[src/hdl/at_hdr_pkg.sv]
package at_hdr_pkg;

   // apb register offsets (byte addresses)
   localparam logic [7:0] OFF_CTRL = 8'h00;
   localparam logic [7:0] OFF_NODE = 8'h04;
   localparam logic [7:0] OFF_STATUS = 8'h08;
   localparam logic [7:0] OFF_COUNT = 8'h0C;

   // control register fields and reset value
   localparam int CTRL_ENABLE_BIT = 0;
   localparam int CTRL_RT_MODE_LSB = 1;
   localparam logic [31:0] CTRL_RESET = 32'h0000_0001;
   localparam logic [1:0] RT_MODE_FORWARD = 2'h0;
   localparam logic [1:0] RT_MODE_SINGLE = 2'h1;
   localparam logic [1:0] RT_MODE_DUAL = 2'h2;

   // node ident register: bus number 15:6, node number 5:0
   localparam int NODE_BUS_LSB = 6;
   localparam logic [15:0] NODE_RESET = 16'hFFFF;
   localparam logic [9:0] LOCAL_BUS_ALL_ONES = 10'h3FF;

   // control quadlet field positions
   localparam int Q0_SRC_BUS_BIT = 23;
   localparam int Q0_SPD_LSB = 16;
   localparam int Q0_TLABEL_LSB = 10;
   localparam int Q0_RT_LSB = 8;
   localparam int Q0_TCODE_LSB = 4;

   // transaction codes
   localparam logic [3:0] TC_WR_QUAD = 4'h0;
   localparam logic [3:0] TC_WR_BLOCK = 4'h1;
   localparam logic [3:0] TC_WR_RESP = 4'h2;
   localparam logic [3:0] TC_RD_QUAD = 4'h4;
   localparam logic [3:0] TC_RD_BLOCK = 4'h5;
   localparam logic [3:0] TC_RD_QUAD_RESP = 4'h6;
   localparam logic [3:0] TC_RD_BLOCK_RESP = 4'h7;
   localparam logic [3:0] TC_LOCK_REQ = 4'h9;
   localparam logic [3:0] TC_STREAM = 4'hA;
   localparam logic [3:0] TC_LOCK_RESP = 4'hB;
   localparam logic [3:0] TC_PHY = 4'hE;

   // retry codes
   localparam logic [1:0] RETRY_1 = 2'h0;
   localparam logic [1:0] RETRY_X = 2'h1;
   localparam logic [1:0] RETRY_A = 2'h2;
   localparam logic [1:0] RETRY_B = 2'h3;

   // internal quadlet counts per format
   localparam logic [2:0] LEN_NO_DATA = 3'h3;
   localparam logic [2:0] LEN_QUADLET = 3'h4;
   localparam logic [2:0] LEN_BLOCK = 3'h4;
   localparam logic [2:0] LEN_PHY = 3'h3;
   localparam logic [2:0] LEN_STREAM = 3'h2;

   typedef enum logic [2:0] {
      FMT_NO_DATA, FMT_QUADLET, FMT_BLOCK, FMT_PHY, FMT_STREAM, FMT_BAD
   } fmt_e;

   // one quadlet of the transmit stream
   typedef struct packed {
      logic [31:0] data;
      logic last;
   } quad_s;

endpackage

[src/hdl/hdr_word_store.sv]
`timescale 1ns/1ps
`default_nettype none
module hdr_word_store (
   // clock and reset
   input wire logic pclk,
   input wire logic presetn,
   // write port
   input wire logic wr_en,
   input wire logic [1:0] wr_addr,
   input wire logic [31:0] wr_data,
   // read port, data one cycle after address
   input wire logic [1:0] rd_addr,
   output logic [31:0] rd_data
);
   logic [31:0] mem [4];

   always_ff @(posedge pclk) begin
      if (wr_en) begin
         mem[wr_addr] <= wr_data;
      end
   end

   always_ff @(posedge pclk or negedge presetn) begin
      if (!presetn) begin
         rd_data <= 32'h0000_0000;
      end else begin
         rd_data <= mem[rd_addr];
      end
   end
endmodule // hdr_word_store
`default_nettype wire

[src/hdl/retry_phase_tracker.sv]
`timescale 1ns/1ps
`default_nettype none
module retry_phase_tracker (
   // clock and reset
   input wire logic pclk,
   input wire logic presetn,
   // acknowledge outcome of the last request sent
   input wire logic ack_busy_a,
   input wire logic ack_busy_b,
   input wire logic ack_done,
   // code for the next transmission
   output logic [1:0] retry_code
);
   // a fresh request starts as retry_1; busy phases steer the repeat
   always_ff @(posedge pclk or negedge presetn) begin
      if (!presetn) begin
         retry_code <= at_hdr_pkg::RETRY_1;
      end else if (ack_busy_a) begin
         retry_code <= at_hdr_pkg::RETRY_A;
      end else if (ack_busy_b) begin
         retry_code <= at_hdr_pkg::RETRY_B;
      end else if (ack_done) begin
         retry_code <= at_hdr_pkg::RETRY_1;
      end
   end
endmodule // retry_phase_tracker
`default_nettype wire

[src/hdl/async_request_header_former.sv]
`timescale 1ns/1ps
`default_nettype none
module async_request_header_former (
   // clock and reset
   input wire logic pclk,
   input wire logic presetn,
   // apb slave
   input wire logic psel,
   input wire logic penable,
   input wire logic pwrite,
   input wire logic [7:0] paddr,
   input wire logic [31:0] pwdata,
   output logic [31:0] prdata,
   output logic pready,
   output logic pslverr,
   // descriptor fetch side
   input wire logic in_valid,
   output logic in_ready,
   input wire at_hdr_pkg::quad_s in_quad,
   // link transmit side
   output logic out_valid,
   input wire logic out_ready,
   output at_hdr_pkg::quad_s out_quad,
   output logic [2:0] out_speed,
   output logic out_is_phy,
   // link status
   input wire logic async_period,
   input wire logic ack_busy_a,
   input wire logic ack_busy_b,
   input wire logic ack_done
);
   typedef enum logic [2:0] {
      S_IDLE, S_GATHER, S_DRAIN, S_READ, S_EMIT, S_PAYLOAD
   } state_e;

   state_e state;
   at_hdr_pkg::fmt_e fmt;
   logic [31:0] ctrl;
   logic [15:0] node_ident;
   logic [31:0] ctrl_q;
   logic [2:0] gather_idx;
   logic [2:0] wire_idx;
   logic last_seen;
   logic tcode_error;
   logic short_error;
   logic [15:0] sent_count;
   logic [1:0] rd_addr;
   logic [31:0] rd_data;
   logic [1:0] dual_rt;
   logic [1:0] rt_out;
   logic [9:0] src_bus;
   logic [15:0] source_ident;
   logic [2:0] need_len;
   logic [2:0] wire_len;
   logic [31:0] wire_word;
   logic in_fire;
   logic out_free;
   logic apb_wr;
   logic mapped;
   logic [3:0] tcode_in;
   at_hdr_pkg::fmt_e fmt_in;

   assign in_fire = in_valid && in_ready;
   assign out_free = !out_valid || out_ready;
   assign apb_wr = psel && penable && pwrite;
   assign tcode_in = in_quad.data[at_hdr_pkg::Q0_TCODE_LSB +: 4];

   // format from the tcode of the arriving control quadlet
   always_comb begin
      case (tcode_in)
         at_hdr_pkg::TC_RD_QUAD, at_hdr_pkg::TC_WR_RESP: fmt_in = at_hdr_pkg::FMT_NO_DATA;
         at_hdr_pkg::TC_WR_QUAD, at_hdr_pkg::TC_RD_BLOCK,
         at_hdr_pkg::TC_RD_QUAD_RESP: fmt_in = at_hdr_pkg::FMT_QUADLET;
         at_hdr_pkg::TC_WR_BLOCK, at_hdr_pkg::TC_RD_BLOCK_RESP,
         at_hdr_pkg::TC_LOCK_REQ, at_hdr_pkg::TC_LOCK_RESP: fmt_in = at_hdr_pkg::FMT_BLOCK;
         at_hdr_pkg::TC_PHY: fmt_in = at_hdr_pkg::FMT_PHY;
         at_hdr_pkg::TC_STREAM: fmt_in = at_hdr_pkg::FMT_STREAM;
         default: fmt_in = at_hdr_pkg::FMT_BAD;
      endcase
   end

   // internal quadlets to gather, wire quadlets to send
   always_comb begin
      case (fmt)
         at_hdr_pkg::FMT_NO_DATA: begin
            need_len = at_hdr_pkg::LEN_NO_DATA;
            wire_len = at_hdr_pkg::LEN_NO_DATA;
         end
         at_hdr_pkg::FMT_QUADLET: begin
            need_len = at_hdr_pkg::LEN_QUADLET;
            wire_len = at_hdr_pkg::LEN_QUADLET;
         end
         at_hdr_pkg::FMT_BLOCK: begin
            need_len = at_hdr_pkg::LEN_BLOCK;
            wire_len = at_hdr_pkg::LEN_BLOCK;
         end
         at_hdr_pkg::FMT_PHY: begin
            // control quadlet itself never reaches the wire
            need_len = at_hdr_pkg::LEN_PHY;
            wire_len = 3'(at_hdr_pkg::LEN_PHY - 3'h1);
         end
         at_hdr_pkg::FMT_STREAM: begin
            need_len = at_hdr_pkg::LEN_STREAM;
            wire_len = 3'h1;
         end
         default: begin
            need_len = 3'h1;
            wire_len = 3'h1;
         end
      endcase
   end

   // retry code selection
   always_comb begin
      case (ctrl[at_hdr_pkg::CTRL_RT_MODE_LSB +: 2])
         at_hdr_pkg::RT_MODE_SINGLE: rt_out = at_hdr_pkg::RETRY_X;
         at_hdr_pkg::RT_MODE_DUAL: rt_out = dual_rt;
         default: rt_out = ctrl_q[at_hdr_pkg::Q0_RT_LSB +: 2];
      endcase
   end

   assign src_bus = ctrl_q[at_hdr_pkg::Q0_SRC_BUS_BIT] ?
      node_ident[15:at_hdr_pkg::NODE_BUS_LSB] : at_hdr_pkg::LOCAL_BUS_ALL_ONES;
   assign source_ident = {src_bus, node_ident[at_hdr_pkg::NODE_BUS_LSB-1:0]};

   // word store address for each wire quadlet
   always_comb begin
      if (fmt == at_hdr_pkg::FMT_PHY) begin
         rd_addr = 2'(wire_idx + 3'h1);
      end else if (wire_idx == 3'h0) begin
         rd_addr = 2'h1;
      end else begin
         rd_addr = wire_idx[1:0];
      end
   end

   // wire quadlet from stored fields, reordered
   always_comb begin
      wire_word = rd_data;
      if (fmt == at_hdr_pkg::FMT_STREAM) begin
         wire_word = {rd_data[31:16], ctrl_q[15:10], rt_out, ctrl_q[7:0]};
      end else if (fmt != at_hdr_pkg::FMT_PHY) begin
         case (wire_idx)
            // label, tcode and reserved bits pass as given
            3'h0: wire_word = {rd_data[31:16], ctrl_q[15:10], rt_out, ctrl_q[7:0]};
            3'h1: wire_word = {source_ident, rd_data[15:0]};
            default: wire_word = rd_data;
         endcase
      end
   end

   hdr_word_store u_store (
      .pclk(pclk),
      .presetn(presetn),
      .wr_en(in_fire && state == S_GATHER),
      .wr_addr(gather_idx[1:0]),
      .wr_data(in_quad.data),
      .rd_addr(rd_addr),
      .rd_data(rd_data)
   );

   retry_phase_tracker u_retry (
      .pclk(pclk),
      .presetn(presetn),
      .ack_busy_a(ack_busy_a),
      .ack_busy_b(ack_busy_b),
      .ack_done(ack_done),
      .retry_code(dual_rt)
   );

   // input acceptance; payload stalls on the output slot
   always_comb begin
      case (state)
         S_IDLE: in_ready = ctrl[at_hdr_pkg::CTRL_ENABLE_BIT];
         S_GATHER, S_DRAIN: in_ready = 1'b1;
         S_PAYLOAD: in_ready = out_free;
         default: in_ready = 1'b0;
      endcase
   end

   // packet sequencing
   always_ff @(posedge pclk or negedge presetn) begin
      if (!presetn) begin
         state <= S_IDLE;
         fmt <= at_hdr_pkg::FMT_BAD;
         ctrl_q <= 32'h0000_0000;
         gather_idx <= 3'h0;
         wire_idx <= 3'h0;
         last_seen <= 1'b0;
      end else begin
         case (state)
            S_IDLE: begin
               if (in_fire) begin
                  ctrl_q <= in_quad.data;
                  fmt <= fmt_in;
                  gather_idx <= 3'h1;
                  wire_idx <= 3'h0;
                  last_seen <= in_quad.last;
                  if (fmt_in == at_hdr_pkg::FMT_BAD) begin
                     state <= in_quad.last ? S_IDLE : S_DRAIN;
                  end else begin
                     state <= in_quad.last ? S_IDLE : S_GATHER;
                  end
               end
            end
            S_GATHER: begin
               if (in_fire) begin
                  gather_idx <= 3'(gather_idx + 3'h1);
                  last_seen <= in_quad.last;
                  if (3'(gather_idx + 3'h1) == need_len) begin
                     state <= S_READ;
                  end else if (in_quad.last) begin
                     state <= S_IDLE;
                  end
               end
            end
            S_DRAIN: begin
               // every quadlet up to the last is thrown away, extra or refused
               if (in_fire && in_quad.last) begin
                  state <= S_IDLE;
               end
            end
            S_READ: begin
               // stream waits for the asynchronous period
               if (fmt != at_hdr_pkg::FMT_STREAM || async_period) begin
                  state <= S_EMIT;
               end
            end
            S_EMIT: begin
               if (out_free) begin
                  wire_idx <= 3'(wire_idx + 3'h1);
                  if (3'(wire_idx + 3'h1) != wire_len) begin
                     state <= S_READ;
                  end else if (last_seen) begin
                     state <= S_IDLE;
                  end else if (fmt == at_hdr_pkg::FMT_BLOCK || fmt == at_hdr_pkg::FMT_STREAM) begin
                     state <= S_PAYLOAD;
                  end else begin
                     state <= S_DRAIN;
                  end
               end
            end
            S_PAYLOAD: begin
               if (in_fire && in_quad.last) begin
                  state <= S_IDLE;
               end
            end
            default: state <= S_IDLE;
         endcase
      end
   end

   // output slot, header words then payload
   always_ff @(posedge pclk or negedge presetn) begin
      if (!presetn) begin
         out_valid <= 1'b0;
         out_quad <= '0;
         out_speed <= 3'h0;
         out_is_phy <= 1'b0;
      end else if (state == S_EMIT && out_free) begin
         out_valid <= 1'b1;
         out_quad.data <= wire_word;
         // header-only formats end on their final header word
         out_quad.last <= 3'(wire_idx + 3'h1) == wire_len && (last_seen
            || (fmt != at_hdr_pkg::FMT_BLOCK && fmt != at_hdr_pkg::FMT_STREAM));
         out_speed <= ctrl_q[at_hdr_pkg::Q0_SPD_LSB +: 3];
         out_is_phy <= fmt == at_hdr_pkg::FMT_PHY;
      end else if (state == S_PAYLOAD && in_fire) begin
         out_valid <= 1'b1;
         out_quad <= in_quad;
      end else if (out_ready) begin
         out_valid <= 1'b0;
      end
   end

   // error flags: hardware set wins over software clear
   always_ff @(posedge pclk or negedge presetn) begin
      if (!presetn) begin
         tcode_error <= 1'b0;
         short_error <= 1'b0;
      end else begin
         if (state == S_IDLE && in_fire && fmt_in == at_hdr_pkg::FMT_BAD) begin
            tcode_error <= 1'b1;
         end else if (apb_wr && paddr == at_hdr_pkg::OFF_STATUS && pwdata[0]) begin
            tcode_error <= 1'b0;
         end
         if (state == S_GATHER && in_fire && in_quad.last
             && 3'(gather_idx + 3'h1) != need_len) begin
            short_error <= 1'b1;
         end else if (apb_wr && paddr == at_hdr_pkg::OFF_STATUS && pwdata[1]) begin
            short_error <= 1'b0;
         end
      end
   end

   // count of headers sent
   always_ff @(posedge pclk or negedge presetn) begin
      if (!presetn) begin
         sent_count <= 16'h0000;
      end else if (apb_wr && paddr == at_hdr_pkg::OFF_COUNT) begin
         sent_count <= 16'h0000;
      end else if (state == S_EMIT && out_free && wire_idx == 3'h0) begin
         sent_count <= 16'(sent_count + 16'h0001);
      end
   end

   // software registers
   always_ff @(posedge pclk or negedge presetn) begin
      if (!presetn) begin
         ctrl <= at_hdr_pkg::CTRL_RESET;
         node_ident <= at_hdr_pkg::NODE_RESET;
      end else if (apb_wr) begin
         if (paddr == at_hdr_pkg::OFF_CTRL) begin
            ctrl <= {29'h0, pwdata[2:0]};
         end
         if (paddr == at_hdr_pkg::OFF_NODE) begin
            node_ident <= pwdata[15:0];
         end
      end
   end

   // zero-wait apb slave; unmapped offsets report an error
   assign pready = 1'b1;
   always_comb begin
      mapped = paddr == at_hdr_pkg::OFF_CTRL || paddr == at_hdr_pkg::OFF_NODE
         || paddr == at_hdr_pkg::OFF_STATUS || paddr == at_hdr_pkg::OFF_COUNT;
      pslverr = psel && penable && !mapped;
   end

   always_comb begin
      case (paddr)
         at_hdr_pkg::OFF_CTRL: prdata = ctrl;
         at_hdr_pkg::OFF_NODE: prdata = {16'h0000, node_ident};
         at_hdr_pkg::OFF_STATUS: prdata = {25'h0, state != S_IDLE,
            fmt == at_hdr_pkg::FMT_STREAM, 1'b0, dual_rt, short_error, tcode_error};
         at_hdr_pkg::OFF_COUNT: prdata = {16'h0000, sent_count};
         default: prdata = 32'h0000_0000;
      endcase
   end
endmodule // async_request_header_former
`default_nettype wire

[config.mk]
export PLATFORM = sky130hd
export DESIGN_NAME = async_request_header_former
export DESIGN_NICKNAME = d
export VERILOG_FILES = /design/src/hdl/at_hdr_pkg.sv /design/src/hdl/hdr_word_store.sv /design/src/hdl/retry_phase_tracker.sv /design/src/hdl/async_request_header_former.sv
export SDC_FILE = /design/constraint.sdc
export NUM_CORES = 1
export LEC_CHECK = 0
export ABC_AREA = 1
export BUFFER_PORTS_ARGS = -buffer_cell sky130_fd_sc_hd__buf_2
export CAP_MARGIN = 25
export CELL_PAD_IN_SITES_DETAIL_PLACEMENT = 0
export CELL_PAD_IN_SITES_GLOBAL_PLACEMENT = 1
export CORE_MARGIN = 5
export CORE_UTILIZATION = 49
export DETAILED_ROUTE_END_ITERATION = 8
export GPL_TIMING_DRIVEN = 0
export PLACE_DENSITY = 0.91
export SLEW_MARGIN = 25
export SYNTH_ARGS = -nofsm -noshare
export SYNTH_HDL_FRONTEND = slang
export SYNTH_SLANG_ARGS = --single-unit
export TNS_END_PERCENT = 20
[constraint.sdc]
create_clock -name pclk -period 7.6 [get_ports pclk]
set_clock_uncertainty 0.1 [all_clocks]
set_input_delay 0.76 -clock pclk [delete_from_list [all_inputs] [get_ports pclk]]
set_output_delay 0.76 -clock pclk [all_outputs]
set_load 0.03 [all_outputs]
# After elaboration in Yosys (flattened, before gate mapping)
# Memory sizes are Yosys's and may differ from the RTL's. A register that Yosys moved wholly into a read port is not among the register bits.
# Cells that the tools add are included.
# word_totals
reg_bits	114
latchBits	0
mem_bits_rw	128
romBits	48
inputBits	84
word_cells	152
n_memories	2
# memory_table
memory	depth	word_bits	read_ports	rd_clocked_by_memory_dff	wr	line	text
u_store.mem	4	32	1	1	1	hdr_word_store.sv:15	logic [31:0] mem [4];
(no name shown)	16	3	1	0	0	async_request_header_former.sv:70	case (tcode_in)
# classes
addsub	3
mul	0
div	0
order_cmp	0
eq_ne	29
n_shift	0
n_mux	47
bitwise	0
reduce_logical	54
# op_table
operator	n
two-way mux 33 bit	2
two-way mux 32 bit	2
case mux 16 bit (4 select lines)	1
case mux 32 bit (2 select lines)	1
two-way mux 3 bit	14
two-way mux 16 bit	2
logical AND 1 bit	19
case mux 3 bit (3 select lines)	2
adder 16 x 1 -> 16 bit, second input constant	1
== test 8 x 4 -> 1 bit, second input constant	2
case mux 3 bit (5 select lines)	1
two-way mux 2 bit	7
== test 3 x 2 -> 1 bit, second input constant	4
== test 3 bit, second input constant	4
case mux 3 bit (2 select lines)	2
nonzero test 2 bit	6
two-way mux 1 bit	10
two-way mux 10 bit	1
OR reduction 2 bit	5
== test 3 x 1 -> 1 bit, second input constant	3
logical NOT 3 bit	3
nonzero test 3 bit	3
== test 8 x 3 -> 1 bit, second input constant	1
logical NOT 8 bit	1
other kinds (16)	36

# Logic depth before layout (Yosys ltp)
# logic_depth
depth_word	8
depth_mapped	13

# Modules after synthesis
# Synthesis repeated with hierarchy kept, for this count alone.
# hier_totals
cells_unflattened	1385
hier_area_um2	12813.5
# modules_own_cells
mod	n_inst	cells_per_inst	area_per_inst_um2
async_request_header_former	1	836	6496.2
hdr_word_store	1	541	6238.5
retry_phase_tracker	1	8	78.8

# Least setup slack after synthesis
# OpenSTA, ideal clock, no wires.
# synth_path
path_type	in2reg
startpoint	in out_ready
endpoint	mem u_store.mem[0][0], enable pin
setup_time_ps	421
t_arrival_ps	2983
t_required_ps	7079
slack_ps	4096
path_stages	8
path_buffers	0
path_cell_list	inv_1 -> nand2_1 -> nand3_1 -> nand3_2 -> nand2_2 -> nor2_1 -> inv_1 -> nor2_1
# synth_via
elab_chain_cells	6
# synth_rtl
element	line	text
start: declaration	async_request_header_former.sv:22	input wire logic out_ready,
logical OR 1 bit	async_request_header_former.sv:64	assign out_free = !out_valid || out_ready;
case mux 1 bit (3 select lines)	async_request_header_former.sv:173	case (state)
via in_ready	async_request_header_former.sv:18	output logic in_ready,
logical AND 1 bit	async_request_header_former.sv:63	assign in_fire = in_valid && in_ready;
logical AND 1 bit	async_request_header_former.sv:155	.wr_en(in_fire && state == S_GATHER),
two-way mux 1 bit	hdr_word_store.sv:18	if (wr_en) begin
two-way mux 1 bit (implied by the code)	hdr_word_store.sv:19	mem[wr_addr] <= wr_data;
end: declaration	hdr_word_store.sv:15	
# The timed path passes the listed nets, and every way through them passes these cells.

# Final worst setup path
# layout_path
startpoint	in paddr[1]
endpoint	out prdata[0]
# layout_via
elab_chain_cells	2
word_cells_on_any_way	5
cone_classes	eq/ne: 3; mux: 1; reduce/logical: 1
# layout_rtl
element	line	text
start: declaration	async_request_header_former.sv:11	input wire logic [7:0] paddr,
== test 8 x 4 -> 1 bit (tied with other cells)	async_request_header_former.sv:331	case (paddr)
case mux 16 bit (4 select lines) *	async_request_header_former.sv:331	
end: declaration	async_request_header_former.sv:13	output logic [31:0] prdata,
# Every way passes the cells marked *; elsewhere a longest branch is shown, timed or not.

==> tab_implementation.tex <==
\begin{tabular}{lr}
\hline
Metric & Value \\
\hline
\multicolumn{2}{l}{\textbf{STA}} \\
Post-layout minimum cycle time & 3.26 ns \\
Max-slew violation total from the final report & 0 \\
Final setup fails & 0 \\
Setup Total Neg Slack & 0 ns \\
Achievable frequency & 0.307 GHz \\
Crit share post-route & 42.9\% \\
Hold violation count in the final report & 0 \\
Unrepaired setup endpoints after global routing & no \\
Slew Limit Headroom & 54.6\% \\
Actual slew at the worst max-slew pin & 0.682 ns \\
\multicolumn{2}{l}{\textbf{Routing}} \\
First-iteration detailed-routing DRC count & 891 \\
Remaining antenna violation count after routing & 0 \\
Wirelength, routed & 33100 µm \\
Router iterations before antenna repair & 5 \\
Detailed-route via count & 9339 \\
Routed length per placed instance & slightly below 20 µm \\
Number of vias per cell after detailed routing & 5.44 \\
Total DRC errors in the routed layout & 0 \\
\multicolumn{2}{l}{\textbf{Yosys}} \\
Average instance area after synthesis & 10.1 µm² \\
Largest area contributor in the synthesized netlist & edfxtp\_1 \\
Proportion of synthesized flip-flops having asynchronous set or reset & 52.6\% \\
Number of enable flip-flop cells after synthesis & 128 \\
Most common library cells after synthesis & nand2\_1, o21ai\_0, edfxtp\_1 \\
Post-Synthesis Cells & 1198 \\
Mux share of post-synthesis cell area & less than 1\% \\
Synth Area in Simple Gates & between 10\% and 20\% \\
Main synth FF type & edfxtp\_1 \\
Yosys warning total & 0 \\
Post-synthesis sequential element count & 270 \\
Post-synthesis adder-cell area fraction & 1.45\% \\
Leading post-synthesis cells by cell area & edfxtp\_1, dfrtp\_1, nand2\_1, o21ai\_0, dfstp\_2 \\
Post-synth design cell area & 0.0120 mm² \\
Register area share after synthesis & between 60\% and 70\% \\
Main combinational cell family by area after synthesis & simple AND/OR/NAND/NOR gates \\
Unique masters post-synth & 43 \\
Area share of the leading cell type in the synthesized netlist & 31.9\% \\
Post-synthesis compound-gate area fraction & about an eighth \\
Cell with the most instances after synthesis & nand2\_1 \\
Synth Area in XOR/XNOR & 0.727\% \\
\multicolumn{2}{l}{\textbf{Floorplanning}} \\
IO Count & approximately 160 \\
Die ar. & 0.0278 mm² \\
Die width & $\sim$170 µm \\
Starting density of the core & 49.7\% \\
Placeable Area & 0.0242 mm² \\
Vertical extent of the die & 167 µm \\
Standard-cell row count & 57 \\
\multicolumn{2}{l}{\textbf{Clock network}} \\
CTS buffer count & 28 \\
Post-cts hold buffer count & 0 \\
Maximum count of clock buffers along a single path & 3 \\
H-tree levels & 1 \\
Clock Pin Slew Worst Setup and Hold Paths & 0.06 ns \\
Latest clock arrival within the worst-skew pair & 0.57 ns \\
CTS tree & yes \\
Post-CTS setup buffer count & 0 \\
Total of cells resized after clock tree synthesis & 0 \\
Number of clock sinks seen by CTS & 270 \\
Root buf cell & clkbuf\_16 \\
\multicolumn{2}{l}{\textbf{Worst setup path}} \\
Data arrival time at the worst-slack endpoint & about 2.4 ns \\
Critical path startpoint category & input port \\
Element type at the critical path end & output pin \\
Beginning of the critical path & paddr[1] \\
Maximum fanout along the worst path & 10 \\
Reg2Reg Launch Point & state[2] \\
FF-to-FF path depth & 10 \\
Data required, critical path & 6.74 ns \\
WS Path Type & in2out \\
\multicolumn{2}{l}{\textbf{Layout}} \\
Layout cells sized above 1 & 21.6\% \\
Multi-input gate area in the final layout & 0.00393 mm² \\
Fill cell total of the finished layout & roughly 2000 \\
Area added between synthesis and finish & 18.3\% \\
Layout Nets & around 1500 \\
Register area & 0.00742 mm² \\
\multicolumn{2}{l}{\textbf{Placed design}} \\
GPL Wtd Cong & 0.929 \\
Estimated wirelength of the detail-placed design & $\sim$23000 µm \\
Buffers added on ports & 123 \\
\multicolumn{2}{l}{\textbf{Pwr}} \\
Internal power component & roughly 3300 µW \\
Standby leakage power & a little over 0.006 µW \\
Peak supply drop & 0.326 mV \\
Proportion of power drawn by flip-flops and latches & 37.0\% \\
Total power & between 5000 and 6000 µW \\
Net Switching & between 2000 and 2500 µW \\
Switching power as a share of total power & roughly 40\% \\
Clock share of power & 26.0\% \\
Combinational share of power & 37.0\% \\
Total power divided by cell area & just under 400 mW/mm² \\
\multicolumn{2}{l}{\textbf{GRT}} \\
GRT Residual Overflow & 0 \\
Largest net degree at the start of global routing & 91 \\
Number of global-route vias before repair & 9313 \\
First-pass GRT wire length & $\sim$52000 µm \\
GRT Total Usage & 23.4\% \\
Antenna violations before repair & 2 \\
\multicolumn{2}{l}{\textbf{Run status}} \\
Outcome & completed \\
\multicolumn{2}{l}{\textbf{Min path}} \\
Classification of the worst-slack hold path & in2async \\
\multicolumn{2}{l}{\textbf{Job}} \\
Max-capacitance violation count & 0 \\
\hline
\end{tabular}
## cell families (layout without fill, tap and decap cells)
logic type	Yosys count	after routing
other cells	2	18
fa+ha+maj	14	14
xor+xnor	10	10
buf+inv	166	346
compound gates	251	251
simple gates	478	478
flops	270	270
mux	7	7
## state kept, by name, summed over array words and instances, names as in the netlist, 2 cells and up
signal              count
ctrl                    3
ctrl_q                 20
fmt                     3
gather_idx              3
node_ident             16
out_quad               33
out_speed               3
sent_count             16
state                   3
u_retry.retry_code      2
u_store.mem           128
u_store.rd_data        32
wire_idx                3
## power by group through the flow
stage	clock network [µW]	registers, µW	logic (µW)
after CTS	1440	2030	2040
after floorplan	0	2210	1200
after global placement	0	2050	1960
final	1430	2030	2030
after detailed placement	0	2050	2020
after global routing	1510	2070	2230
## final cells by class
class	count	area share, %
multi-input combinational	777	27.6
clock buffer	34	5.07
tap	324	2.84
antenna	1	0.0176
timing repair buffer	128	5.25
buffer	68	2.87
inverter	98	2.60
clock inverter	18	1.69
sequential	270	52.1
## final timing paths
kind | slack [ns] | end
max | 4.34 | prdata[0]
min | 0.02 | fmt[1]
max reg2reg | 4.83 | u_store.mem[2][25]
min reg2reg | 0.37 | out_quad[26]
max in group asynchronous | 6.54 | node_ident[11]
min in group pclk | 0.28 | u_retry.retry_code[0]
## worst max-delay path, stage by stage
cell and delay, ns:
buf_2 0.09, or2_1 0.25, inv_2 0.10, nand4_4 0.18, inv_2 0.10, clkbuf_1 0.39
nand2_1 0.11, o2111ai_1 0.14, buf_2 0.26
## cells in the final DEF (no fill, tap or decap), drive strengths merged, types with 14 or more instances in the layout
| cell | netlist | routed |
|---|---|---|
| o211ai | 15 | 15 |
| nand3 | 78 | 78 |
| nand2 | 257 | 257 |
| nor2 | 121 | 121 |
| inv | 97 | 97 |
| edfxtp | 128 | 128 |
| dfstp | 19 | 19 |
| o21ai | 152 | 152 |
| conb | 2 | 17 |
| clkbuf | 20 | 54 |
| ha | 14 | 14 |
| a21oi | 19 | 19 |
| dfrtp | 123 | 123 |
| buf | 48 | 176 |
| o22ai | 52 | 52 |
## metal layers
layer | vias up | global-route usage [%] | share of wire (%)
li1 | 4404 | - | -
met1 | 4495 | 32.2 | 42
met2 | 379 | 38.4 | 47
met3 | 59 | 4.05 | 7.3
met4 | 2 | 7.40 | 2.8
met5 | - | 0 | 0.024
## stage by stage
stage	cells	cell area [µm²]	utilization [%]	hold WS, ns	setup slack [ns]
floorplan	1213	12100	-	0.337	4.10
global placement	1660	13100	54.1	0.352	2.84
detailed placement	1665	13300	54.8	0.354	4.35
CTS	1717	14200	58.8	0.0217	4.35
global route	1718	14300	58.8	0.0392	4.24
finish	1718	14300	58.8	0.0168	4.34
Power figures use the tool's default switching activity.
